### config.mk
export PLATFORM = sky130hd
export DESIGN_NAME = tts_top
export DESIGN_NICKNAME = d
export VERILOG_FILES = /design/src/tts_pkg.sv /design/src/tts_limit_obj.sv /design/src/tts_meas_sched.sv /design/src/tts_top.sv
export SDC_FILE = /design/constraint.sdc
export NUM_CORES = 1
export LEC_CHECK = 0
export ABC_AREA = 0
export BUFFER_PORTS_ARGS = -buffer_cell sky130_fd_sc_hd__buf_2
export CAP_MARGIN = 20
export CORE_UTILIZATION = 45
export DETAILED_ROUTE_END_ITERATION = 8
export GPL_TIMING_DRIVEN = 0
export REMOVE_ABC_BUFFERS = 1
export SETUP_SLACK_MARGIN = 0.1
export SYNTH_ARGS = -nofsm -noshare
export SYNTH_HDL_FRONTEND = slang
export SYNTH_SLANG_ARGS = --single-unit
### constraint.sdc
create_clock -name clock -period 5.12 [get_ports clock]
set_clock_uncertainty 0.15 [all_clocks]
set_input_delay 0.768 -clock clock [delete_from_list [all_inputs] [get_ports clock]]
set_output_delay 0.768 -clock clock [all_outputs]
set_load 0.02 [all_outputs]
### src/tts_pkg.sv
`default_nettype none
package tts_pkg;
    // ----------------------------------------
    // register map (byte addresses)
    // ----------------------------------------
    localparam logic [7:0] ADDR_CTRL = 8'h00;
    localparam logic [7:0] ADDR_LIM0 = 8'h04;
    localparam logic [7:0] ADDR_LIM1 = 8'h08;
    localparam logic [7:0] ADDR_STAT = 8'h0C;
    localparam logic [7:0] ADDR_IRQS = 8'h10;
    localparam logic [7:0] ADDR_IRQM = 8'h14;
    // ctrl fields: [1:0] count, [3:2] pct code, [10:4] cyclic factor
    localparam int CTRL_CNT = 0;
    localparam int CTRL_PCT = 2;
    localparam int CTRL_CYC = 4;
    // limit cfg fields: act a, act b, on code, off code, change enable, cyclic
    localparam int LIM_ACTA = 0;
    localparam int LIM_ACTB = 2;
    localparam int LIM_ON = 4;
    localparam int LIM_OFF = 8;
    localparam int LIM_SOC = 12;
    localparam int LIM_CYC = 13;
    localparam logic [31:0] CTRL_RST = 32'h0000_0008;
    localparam logic [31:0] LIM_RST = 32'h0000_1A81;
    localparam logic [2:0] IRQ_RST = 3'h0;
    // ----------------------------------------
    // timing
    // ----------------------------------------
    localparam int CLK_PERIOD_NS = 10;
    localparam int TICK_NS = 1_000_000_000;
    localparam int TICK_CYCLES = TICK_NS / CLK_PERIOD_NS;
    localparam logic [11:0] CYC_STEP_S = 12'h00A;
    localparam logic [11:0] MEAS_DLY_S = 12'h00A;
    // ----------------------------------------
    // types
    // ----------------------------------------
    typedef enum logic [1:0] {ACT_OFF = 2'b00, ACT_ON = 2'b01, ACT_NONE = 2'b10} tts_act_t;
    typedef enum logic {DLY_IDLE = 1'b0, DLY_RUN = 1'b1} tts_dly_st_t;
    // delay code to seconds: none,1s,3s,5s,10s,15s,30s,1m,3m,5m,10m,15m,30m,60m
    function automatic logic [11:0] delay_sec(input logic [3:0] code);
        case (code)
            4'h1: delay_sec = 12'h001;
            4'h2: delay_sec = 12'h003;
            4'h3: delay_sec = 12'h005;
            4'h4: delay_sec = 12'h00A;
            4'h5: delay_sec = 12'h00F;
            4'h6: delay_sec = 12'h01E;
            4'h7: delay_sec = 12'h03C;
            4'h8: delay_sec = 12'h0B4;
            4'h9: delay_sec = 12'h12C;
            4'hA: delay_sec = 12'h258;
            4'hB: delay_sec = 12'h384;
            4'hC: delay_sec = 12'h708;
            4'hD: delay_sec = 12'hE10;
            default: delay_sec = 12'h000;
        endcase
    endfunction : delay_sec
endpackage : tts_pkg
`default_nettype wire

### src/tts_limit_obj.sv
`timescale 1ns/1ps
`default_nettype none
module tts_limit_obj (
    // clock and reset
    input wire logic clock,
    input wire logic resetn,
    // timebase and enable
    input wire logic en,
    input wire logic tick,
    // crossing conditions
    input wire logic cond_a,
    input wire logic cond_b,
    // configuration
    input wire logic [1:0] act_a,
    input wire logic [1:0] act_b,
    input wire logic [3:0] on_code,
    input wire logic [3:0] off_code,
    input wire logic soc_en,
    input wire logic [6:0] cyc_fac,
    // telegram and state
    output logic tx_q,
    output logic tx_val_q,
    output logic obj_q,
    output logic pend
);
    tts_pkg::tts_dly_st_t st_q, st_d;
    logic [11:0] dcnt_q;
    logic [11:0] ccnt_q;
    // action decode; a configured no-telegram holds nothing back but silences cycles
    wire hit_a = cond_a && (act_a != tts_pkg::ACT_NONE);
    wire hit_b = cond_b && (act_b != tts_pkg::ACT_NONE);
    wire suppress = (cond_a && act_a == tts_pkg::ACT_NONE) || (cond_b && act_b == tts_pkg::ACT_NONE);
    wire target = hit_a ? act_a[0] : (hit_b ? act_b[0] : obj_q);
    wire change = en && (target != obj_q);
    wire [11:0] dly_lim = target ? tts_pkg::delay_sec(on_code) : tts_pkg::delay_sec(off_code);
    wire apply = change && (st_q == tts_pkg::DLY_RUN) && (dcnt_q >= dly_lim);
    wire [11:0] cyc_lim = 12'(cyc_fac) * tts_pkg::CYC_STEP_S;
    wire cyc_end = en && (cyc_fac != 7'h00) && tick && (ccnt_q + 12'h001 >= cyc_lim);
    wire send = (apply && soc_en) || (cyc_end && !suppress);
    assign pend = (st_q == tts_pkg::DLY_RUN);
    // delay state machine; a reverting condition cancels the pending change
    always_comb begin
        st_d = st_q;
        case (st_q)
            tts_pkg::DLY_IDLE: begin
                if (change) st_d = tts_pkg::DLY_RUN;
            end
            tts_pkg::DLY_RUN: begin
                if (!change || apply) st_d = tts_pkg::DLY_IDLE;
            end
            default: st_d = tts_pkg::DLY_IDLE;
        endcase
    end
    // delay and cyclic counters in seconds
    always_ff @(posedge clock or negedge resetn) begin
        if (!resetn) begin
            st_q <= tts_pkg::DLY_IDLE;
            dcnt_q <= 12'h000;
            ccnt_q <= 12'h000;
        end else begin
            st_q <= st_d;
            if (st_q != tts_pkg::DLY_RUN) dcnt_q <= 12'h000;
            else if (tick) dcnt_q <= dcnt_q + 12'h001;
            if (!en || cyc_fac == 7'h00 || cyc_end) ccnt_q <= 12'h000;
            else if (tick) ccnt_q <= ccnt_q + 12'h001;
        end
    end
    // object value; cycles carry the old value while a delay runs
    always_ff @(posedge clock or negedge resetn) begin
        if (!resetn) begin
            obj_q <= 1'b0;
            tx_q <= 1'b0;
            tx_val_q <= 1'b0;
        end else begin
            if (!en) obj_q <= 1'b0;
            else if (apply) obj_q <= target;
            tx_q <= send;
            tx_val_q <= apply ? target : obj_q;
        end
    end
endmodule : tts_limit_obj
`default_nettype wire

### src/tts_meas_sched.sv
`timescale 1ns/1ps
`default_nettype none
module tts_meas_sched #(
    parameter int W = 16,
    parameter int FULL_SCALE = 40
) (
    // clock and reset
    input wire logic clock,
    input wire logic resetn,
    input wire logic tick,
    // measurement and configuration
    input wire logic [W-1:0] value,
    input wire logic [1:0] pct_code,
    input wire logic [6:0] cyc_fac,
    // telegram
    output logic tx_q,
    output logic [W-1:0] tx_val_q
);
    // steps relative to the range top, not to the last value: 0.5, 1, 3, 10 percent
    localparam logic [W-1:0] D0 = W'(FULL_SCALE * 5 / 1000);
    localparam logic [W-1:0] D1 = W'(FULL_SCALE * 10 / 1000);
    localparam logic [W-1:0] D2 = W'(FULL_SCALE * 30 / 1000);
    localparam logic [W-1:0] D3 = W'(FULL_SCALE * 100 / 1000);
    logic [W-1:0] last_q;
    logic pend_q;
    logic [11:0] dcnt_q;
    logic [11:0] ccnt_q;
    wire [W-1:0] delta = (pct_code == 2'h0) ? D0 : (pct_code == 2'h1) ? D1 : (pct_code == 2'h2) ? D2 : D3;
    wire [W-1:0] diff = (value >= last_q) ? value - last_q : last_q - value;
    wire over = (diff >= delta) && (diff != {W{1'b0}});
    wire chg_send = pend_q && tick && (dcnt_q + 12'h001 >= tts_pkg::MEAS_DLY_S);
    wire [11:0] cyc_lim = 12'(cyc_fac) * tts_pkg::CYC_STEP_S;
    wire cyc_send = (cyc_fac != 7'h00) && tick && (ccnt_q + 12'h001 >= cyc_lim);
    // change path and cyclic path run side by side
    always_ff @(posedge clock or negedge resetn) begin
        if (!resetn) begin
            last_q <= {W{1'b0}};
            pend_q <= 1'b0;
            dcnt_q <= 12'h000;
            ccnt_q <= 12'h000;
            tx_q <= 1'b0;
            tx_val_q <= {W{1'b0}};
        end else begin
            if (chg_send) pend_q <= 1'b0;
            else if (over) pend_q <= 1'b1;
            if (!pend_q || chg_send) dcnt_q <= 12'h000;
            else if (tick) dcnt_q <= dcnt_q + 12'h001;
            if (chg_send) last_q <= value;
            if (cyc_fac == 7'h00 || cyc_send) ccnt_q <= 12'h000;
            else if (tick) ccnt_q <= ccnt_q + 12'h001;
            tx_q <= chg_send || cyc_send;
            tx_val_q <= value;
        end
    end
endmodule : tts_meas_sched
`default_nettype wire

### src/tts_top.sv
`timescale 1ns/1ps
`default_nettype none
module tts_top #(
    parameter int TICK_CYCLES = tts_pkg::TICK_CYCLES,
    parameter int W = 16,
    parameter int FULL_SCALE = 40,
    parameter int NLIM = 2
) (
    // clock and reset
    input wire logic clock,
    input wire logic resetn,
    // apb slave
    input wire logic psel,
    input wire logic penable,
    input wire logic pwrite,
    input wire logic [7:0] paddr,
    input wire logic [31:0] pwdata,
    output logic [31:0] prdata,
    output logic pready,
    output logic pslverr,
    // wind channel inputs
    input wire logic [W-1:0] wind_value,
    input wire logic [NLIM-1:0] lim_cond_a,
    input wire logic [NLIM-1:0] lim_cond_b,
    // limit object telegrams
    output logic [NLIM-1:0] lim_tx,
    output logic [NLIM-1:0] lim_tx_val,
    // measured value telegrams
    output logic meas_tx,
    output logic [W-1:0] meas_tx_val,
    // interrupt
    output logic irq
);
    // ----------------------------------------
    // apb decode
    // ----------------------------------------
    logic [31:0] ctrl_q;
    logic [31:0] lim_cfg_q [NLIM];
    logic [2:0] irq_stat_q;
    logic [2:0] irq_mask_q;
    logic [NLIM-1:0] obj;
    logic [NLIM-1:0] pend;

    // zero-wait slave; writes land at the access edge
    wire acc = psel && penable;
    wire wr = acc && pwrite;
    wire sel_ctrl = (paddr == tts_pkg::ADDR_CTRL);
    wire sel_lim0 = (paddr == tts_pkg::ADDR_LIM0);
    wire sel_lim1 = (paddr == tts_pkg::ADDR_LIM1);
    wire sel_stat = (paddr == tts_pkg::ADDR_STAT);
    wire sel_irqs = (paddr == tts_pkg::ADDR_IRQS);
    wire sel_irqm = (paddr == tts_pkg::ADDR_IRQM);
    wire mapped = sel_ctrl || sel_lim0 || sel_lim1 || sel_stat || sel_irqs || sel_irqm;

    // read mux; unmapped reads return zero with an error
    wire [31:0] stat_word = {28'h0000000, 2'(pend), 2'(obj)};
    wire [31:0] rd_mux = sel_ctrl ? ctrl_q :
                         sel_lim0 ? lim_cfg_q[0] :
                         sel_lim1 ? lim_cfg_q[1] :
                         sel_stat ? stat_word :
                         sel_irqs ? {29'h0, irq_stat_q} :
                         sel_irqm ? {29'h0, irq_mask_q} :
                         32'h0000_0000;
    assign prdata = acc ? rd_mux : 32'h0000_0000;
    assign pready = 1'b1;
    assign pslverr = acc && !mapped;

    // ----------------------------------------
    // configuration registers
    // ----------------------------------------
    // control: limit count, percent step, measured cycle factor
    always_ff @(posedge clock or negedge resetn) begin
        if (!resetn) begin
            ctrl_q <= tts_pkg::CTRL_RST;
        end else if (wr && sel_ctrl) begin
            ctrl_q <= {21'h0, pwdata[10:0]};
        end
    end

    // one config word per limit object
    genvar gi;
    generate
        for (gi = 0; gi < NLIM; gi++) begin : g_cfg
            wire wr_this = wr && ((gi == 0) ? sel_lim0 : sel_lim1);
            always_ff @(posedge clock or negedge resetn) begin
                if (!resetn) begin
                    lim_cfg_q[gi] <= tts_pkg::LIM_RST;
                end else if (wr_this) begin
                    lim_cfg_q[gi] <= {12'h000, pwdata[19:0]};
                end
            end
        end
    endgenerate

    // ----------------------------------------
    // one second timebase
    // ----------------------------------------
    // a shared prescaler keeps every seconds counter aligned
    logic [31:0] pre_q;
    wire tick = (pre_q == 32'(TICK_CYCLES - 1));
    always_ff @(posedge clock or negedge resetn) begin
        if (!resetn) begin
            pre_q <= 32'h0000_0000;
        end else begin
            pre_q <= tick ? 32'h0000_0000 : pre_q + 32'h0000_0001;
        end
    end

    // ----------------------------------------
    // limit objects
    // ----------------------------------------
    // count field: 0 none, 1 first only, 2 or 3 both
    wire [1:0] lim_cnt = ctrl_q[tts_pkg::CTRL_CNT +: 2];
    logic [NLIM-1:0] lim_tx_q;
    logic [NLIM-1:0] lim_val_q;

    generate
        for (gi = 0; gi < NLIM; gi++) begin : g_lim
            wire en = (lim_cnt > 2'(gi));
            tts_limit_obj u_lim (
                .clock(clock),
                .resetn(resetn),
                .en(en),
                .tick(tick),
                .cond_a(lim_cond_a[gi]),
                .cond_b(lim_cond_b[gi]),
                .act_a(lim_cfg_q[gi][tts_pkg::LIM_ACTA +: 2]),
                .act_b(lim_cfg_q[gi][tts_pkg::LIM_ACTB +: 2]),
                .on_code(lim_cfg_q[gi][tts_pkg::LIM_ON +: 4]),
                .off_code(lim_cfg_q[gi][tts_pkg::LIM_OFF +: 4]),
                .soc_en(lim_cfg_q[gi][tts_pkg::LIM_SOC]),
                .cyc_fac(lim_cfg_q[gi][tts_pkg::LIM_CYC +: 7]),
                .tx_q(lim_tx_q[gi]),
                .tx_val_q(lim_val_q[gi]),
                .obj_q(obj[gi]),
                .pend(pend[gi])
            );
        end
    endgenerate

    assign lim_tx = lim_tx_q;
    assign lim_tx_val = lim_val_q;

    // ----------------------------------------
    // measured value scheduler
    // ----------------------------------------
    logic meas_tx_q;
    logic [W-1:0] meas_val_q;

    tts_meas_sched #(
        .W(W),
        .FULL_SCALE(FULL_SCALE)
    ) u_meas (
        .clock(clock),
        .resetn(resetn),
        .tick(tick),
        .value(wind_value),
        .pct_code(ctrl_q[tts_pkg::CTRL_PCT +: 2]),
        .cyc_fac(ctrl_q[tts_pkg::CTRL_CYC +: 7]),
        .tx_q(meas_tx_q),
        .tx_val_q(meas_val_q)
    );

    assign meas_tx = meas_tx_q;
    assign meas_tx_val = meas_val_q;

    // ----------------------------------------
    // interrupts
    // ----------------------------------------
    // events: bit0/1 limit telegram sent, bit2 measured telegram sent
    wire [2:0] events = {meas_tx_q, lim_tx_q[1], lim_tx_q[0]};
    wire [2:0] w1c = (wr && sel_irqs) ? pwdata[2:0] : 3'h0;

    // set wins over a clear in the same cycle so no event is lost
    always_ff @(posedge clock or negedge resetn) begin
        if (!resetn) begin
            irq_stat_q <= tts_pkg::IRQ_RST;
            irq_mask_q <= tts_pkg::IRQ_RST;
        end else begin
            irq_stat_q <= (irq_stat_q & ~w1c) | events;
            if (wr && sel_irqm) irq_mask_q <= pwdata[2:0];
        end
    end

    // level output from registered status and mask
    assign irq = |(irq_stat_q & irq_mask_q);
endmodule : tts_top
`default_nettype wire
==> out/metrics.cfg <==
[worst_setup_path]
cp_common_cell = o21ai_0
setup.worst_path.end_class = flip-flop
startpoint = wind_value[10]
startpoint_type = input pin
crit_end = u_meas.pend_q$_DFFE_PN0P_
worst-r2r-setup-slack_ns = 0.50
reg2reg_to = u_meas.pend_q$_DFFE_PN0P_
crit_buf_inv = 2
cp_slowest_stage_delay_ns = 0.46
path_delay_family = compound AO/OA/AOI/OAI gates
worstPathCellList = buf_2 > inv_1 > ha_1 > nand2_1 > o21ai_2 > o21ai_1 > o21ai_4 > mux2i_1 > xnor2_1 > ha_1 > o21ai_0 > o21ai_0 > a31oi_1 > o21ai_0 > a311o_1 > or4_1 > a2111oi_2 > a41oi_1
crit_slowest_cell = ha_1
reg2reg_from = u_meas.last_q[10]$_DFFE_PN0P_
worst_ep_arrival_time_ns = 4.84
worst_r2r_path_depth = 16
critPathRequiredTime_ns = 5.34
path_depth = 18
path_max_fanout = 10
path_class = in -> reg

[timing]
slew_headroom_pct = 28.7
rsz0062_at_grt = no
max_clock_freq_mhz = 216
hold_violations = 0
drv_slew = 0
fin_crit_sh_pct = 90.3
fin_crit_ns = 4.62
worst_pin_slew_ns = 1.07
setup_viol = 0

[yosys]
synthArstFlopShare_pct = 100
yosys_warnings = 0
syn_area_sq_um = 14300
synth_area_per_cell_sq_um = 9.18
synth_ff_type = dfrtp_1
ys_seq_area_share_pct = 35.5
synth_seq_cells = 203
yosysUniqueCellTypes = 87
synthCells = 1563
synth_edf_count = 0

[routing]
drc_errors = 0
ant_nets = 0
vias = 11200
drtIter0Drc = 522
wirelength_um = 33100
viasPerCell = 5.48
wire_per_inst_um = 16.1
dr.pass1.iters = 5

[cts]
clk_path_buf_depth = 3
root_buffer = clkbuf_16
clock_sinks = 203
htree_num_levels = 1
cts-buffers-inserted = 25
cts_tree = done
clk_latency_ns = 0.53
path_clk_slew_ns = 0.06

[global_routing]
antenna_found_initial = 7
grt.total_usage_pct = 20.6
grt_pass1_wl_um = 55600
gr-total-overflow = 0
grt_pass1_vias = 11100
grt_max_degree = 108

[min_path]
hp-class = in -> async

[cells_and_area]
n_fill_cell = 2946
multi_input_area_sq_um = 8520
final_cells = 2052
final_cell_mix = 192 x dfrtp_1, 157 x nand2_1, 156 x ha_1
regArea_sq_um = 5090
final_common_cell = dfrtp_1
layout-drive-gt1-share_pct = 15.3
fin_nets = 1858
areaGrowthSynthToFinish_pct = 11.9
stdcell_area_sq_um = 16000

[pwr]
swShare_pct = 24.3
p_seq_share_pct = 44.3
power_density_nw_per_um2 = 235
p_leak_nw = 7.70
power.share.clock_pct = 47.4
irDropWorstVdd_mv = 0.305
power.internal_mw = 2.85
pwr-share-comb_pct = 8.4
switchingPower_uw = 916

[floorplanning]
core_area_sq_um = 31500
start_util_pct = 45.6
die-area_sq_um = 32600
io_pins = 121
dieWidth_um = 181
rows = 65
die_y_um = 181

[run_status]
status = finished, final reports clean

[placed_design]
placed_area_sq_um = 15200
port_buffers = 95
gp_congestion = 0.822
dp_cells = 2002
place_hpwl_um = 24600

[flow_run]
maxCapViolations = 0

[flip-flops by register name, summed over array words and instances, names as in the netlist, 3 cells and up]
name and cells:
irq_stat_q 3, g_lim.u_lim.ccnt_q 24, u_meas.ccnt_q 12, u_meas.dcnt_q 12, g_lim.u_lim.dcnt_q 24, ctrl_q 11
u_meas.last_q 16, lim_cfg_q 40, u_meas.tx_val_q 16, irq_mask_q 3, pre_q 32
[how the worst min path moves through the flow]
stage,slack (ns),cells past startpoint,startpoint,endpoint
4_1_cts,0.20,1,resetn,g_lim[0].u_lim.ccnt_q[9]$_DFFE_PN0P_
6_report,0.17,1,resetn,g_lim[0].u_lim.ccnt_q[9]$_DFFE_PN0P_
3_3_place_gp,0.30,1,u_meas.tx_q$_DFF_PN0_,irq_stat_q[2]$_DFF_PN0_
2_1_floorplan,0.29,1,pre_q[31]$_DFF_PN0_,pre_q[31]$_DFF_PN0_
3_5_place_dp,0.32,1,pre_q[0]$_DFF_PN0_,pre_q[0]$_DFF_PN0_
5_1_grt,0.22,1,wind_value[9],u_meas.tx_val_q[9]$_DFF_PN0_
[cells by family (layout without fill, tap and decap cells)]
group / after synthesis / in the layout / share of synthesized area (%)
AO/OA/AOI/OAI: 350 / 350 / 16.2
XOR/XNOR: 95 / 95 / 5.80
adder cells (fa/ha/maj): 162 / 162 / 14.4
buffers and inverters: 188 / 263 / 5.69
flip-flops: 203 / 203 / 35.5
multiplexers: 64 / 64 / 4.89
other: 2 / 14 / 0.0524
AND/OR/NAND/NOR: 499 / 499 / 17.4
[stage by stage]
stage / setup slack (ns) / hold WS, ns / total power, mW / TNS (ns) / util [%]
global route: 0.187 / 0.215 / 3.92 / 0 / 51.0
CTS: 0.265 / 0.203 / 3.81 / 0 / 50.8
floorplan: 0.419 / 0.293 / 1.87 / 0 / -
finish: 0.495 / 0.168 / 3.77 / 0 / 51.0
detailed placement: -0.527 / 0.319 / 2.01 / -0.527 / 48.1
global placement: -0.605 / 0.305 / 2.00 / -93.71 / 47.5
[synth_stat cells (37+ instances only)]
cell type / n / area, sq um
a21oi_1: 65 / 325
and3_1: 37 / 231
clkbuf_1: 41 / 154
dfrtp_1: 192 / 4800
ha_1: 157 / 1960
inv_1: 110 / 413
mux2_2: 48 / 541
nand2_1: 157 / 589
nand3_1: 50 / 250
nor2_1: 97 / 364
o21ai_0: 107 / 536
xnor2_1: 57 / 499
xor2_1: 38 / 333
[what timing repair did]
| action | CTS | global route |
|---|---|---|
| setup endpoints to repair | 1 | 1 |
| hold buffers | 0 | 0 |
| pin swaps | 0 | 1 |
| setup buffers | 0 | 4 |
| resized for setup | 1 | 3 |
[cell type report]
class | count | area share, %
diodes | 1 | 0.0156
clock buffers | 39 | 4.73
multi-input cells | 1183 | 53.1
repair buffers | 108 | 4.17
clock inverters | 6 | 0.499
inverters | 110 | 2.57
well taps | 402 | 3.14
flip-flops and latches | 203 | 31.8
[power groups by stage]
| stage | Clock, mW | Combinational, mW | Sequential (mW) |
|---|---|---|---|
| after global placement | 0 | 0.306 | 1.70 |
| final | 1.78 | 0.315 | 1.67 |
| after detailed placement | 0 | 0.317 | 1.70 |
| after CTS | 1.83 | 0.318 | 1.67 |
| after global routing | 1.89 | 0.354 | 1.67 |
| after floorplan | 0 | 0.172 | 1.70 |
[layer usage]
| metal | track usage (%) | vias to the layer above | wire length, um |
|---|---|---|---|
| met1 | 26.9 | 5386 | 15000 |
| met3 | 3.29 | 53 | 1490 |
| li1 | - | 5605 | - |
| met4 | 5.98 | 6 | 808 |
| met5 | 0 | - | 39 |
| met2 | 35.2 | 188 | 15800 |
Power figures use the tool's default switching activity.
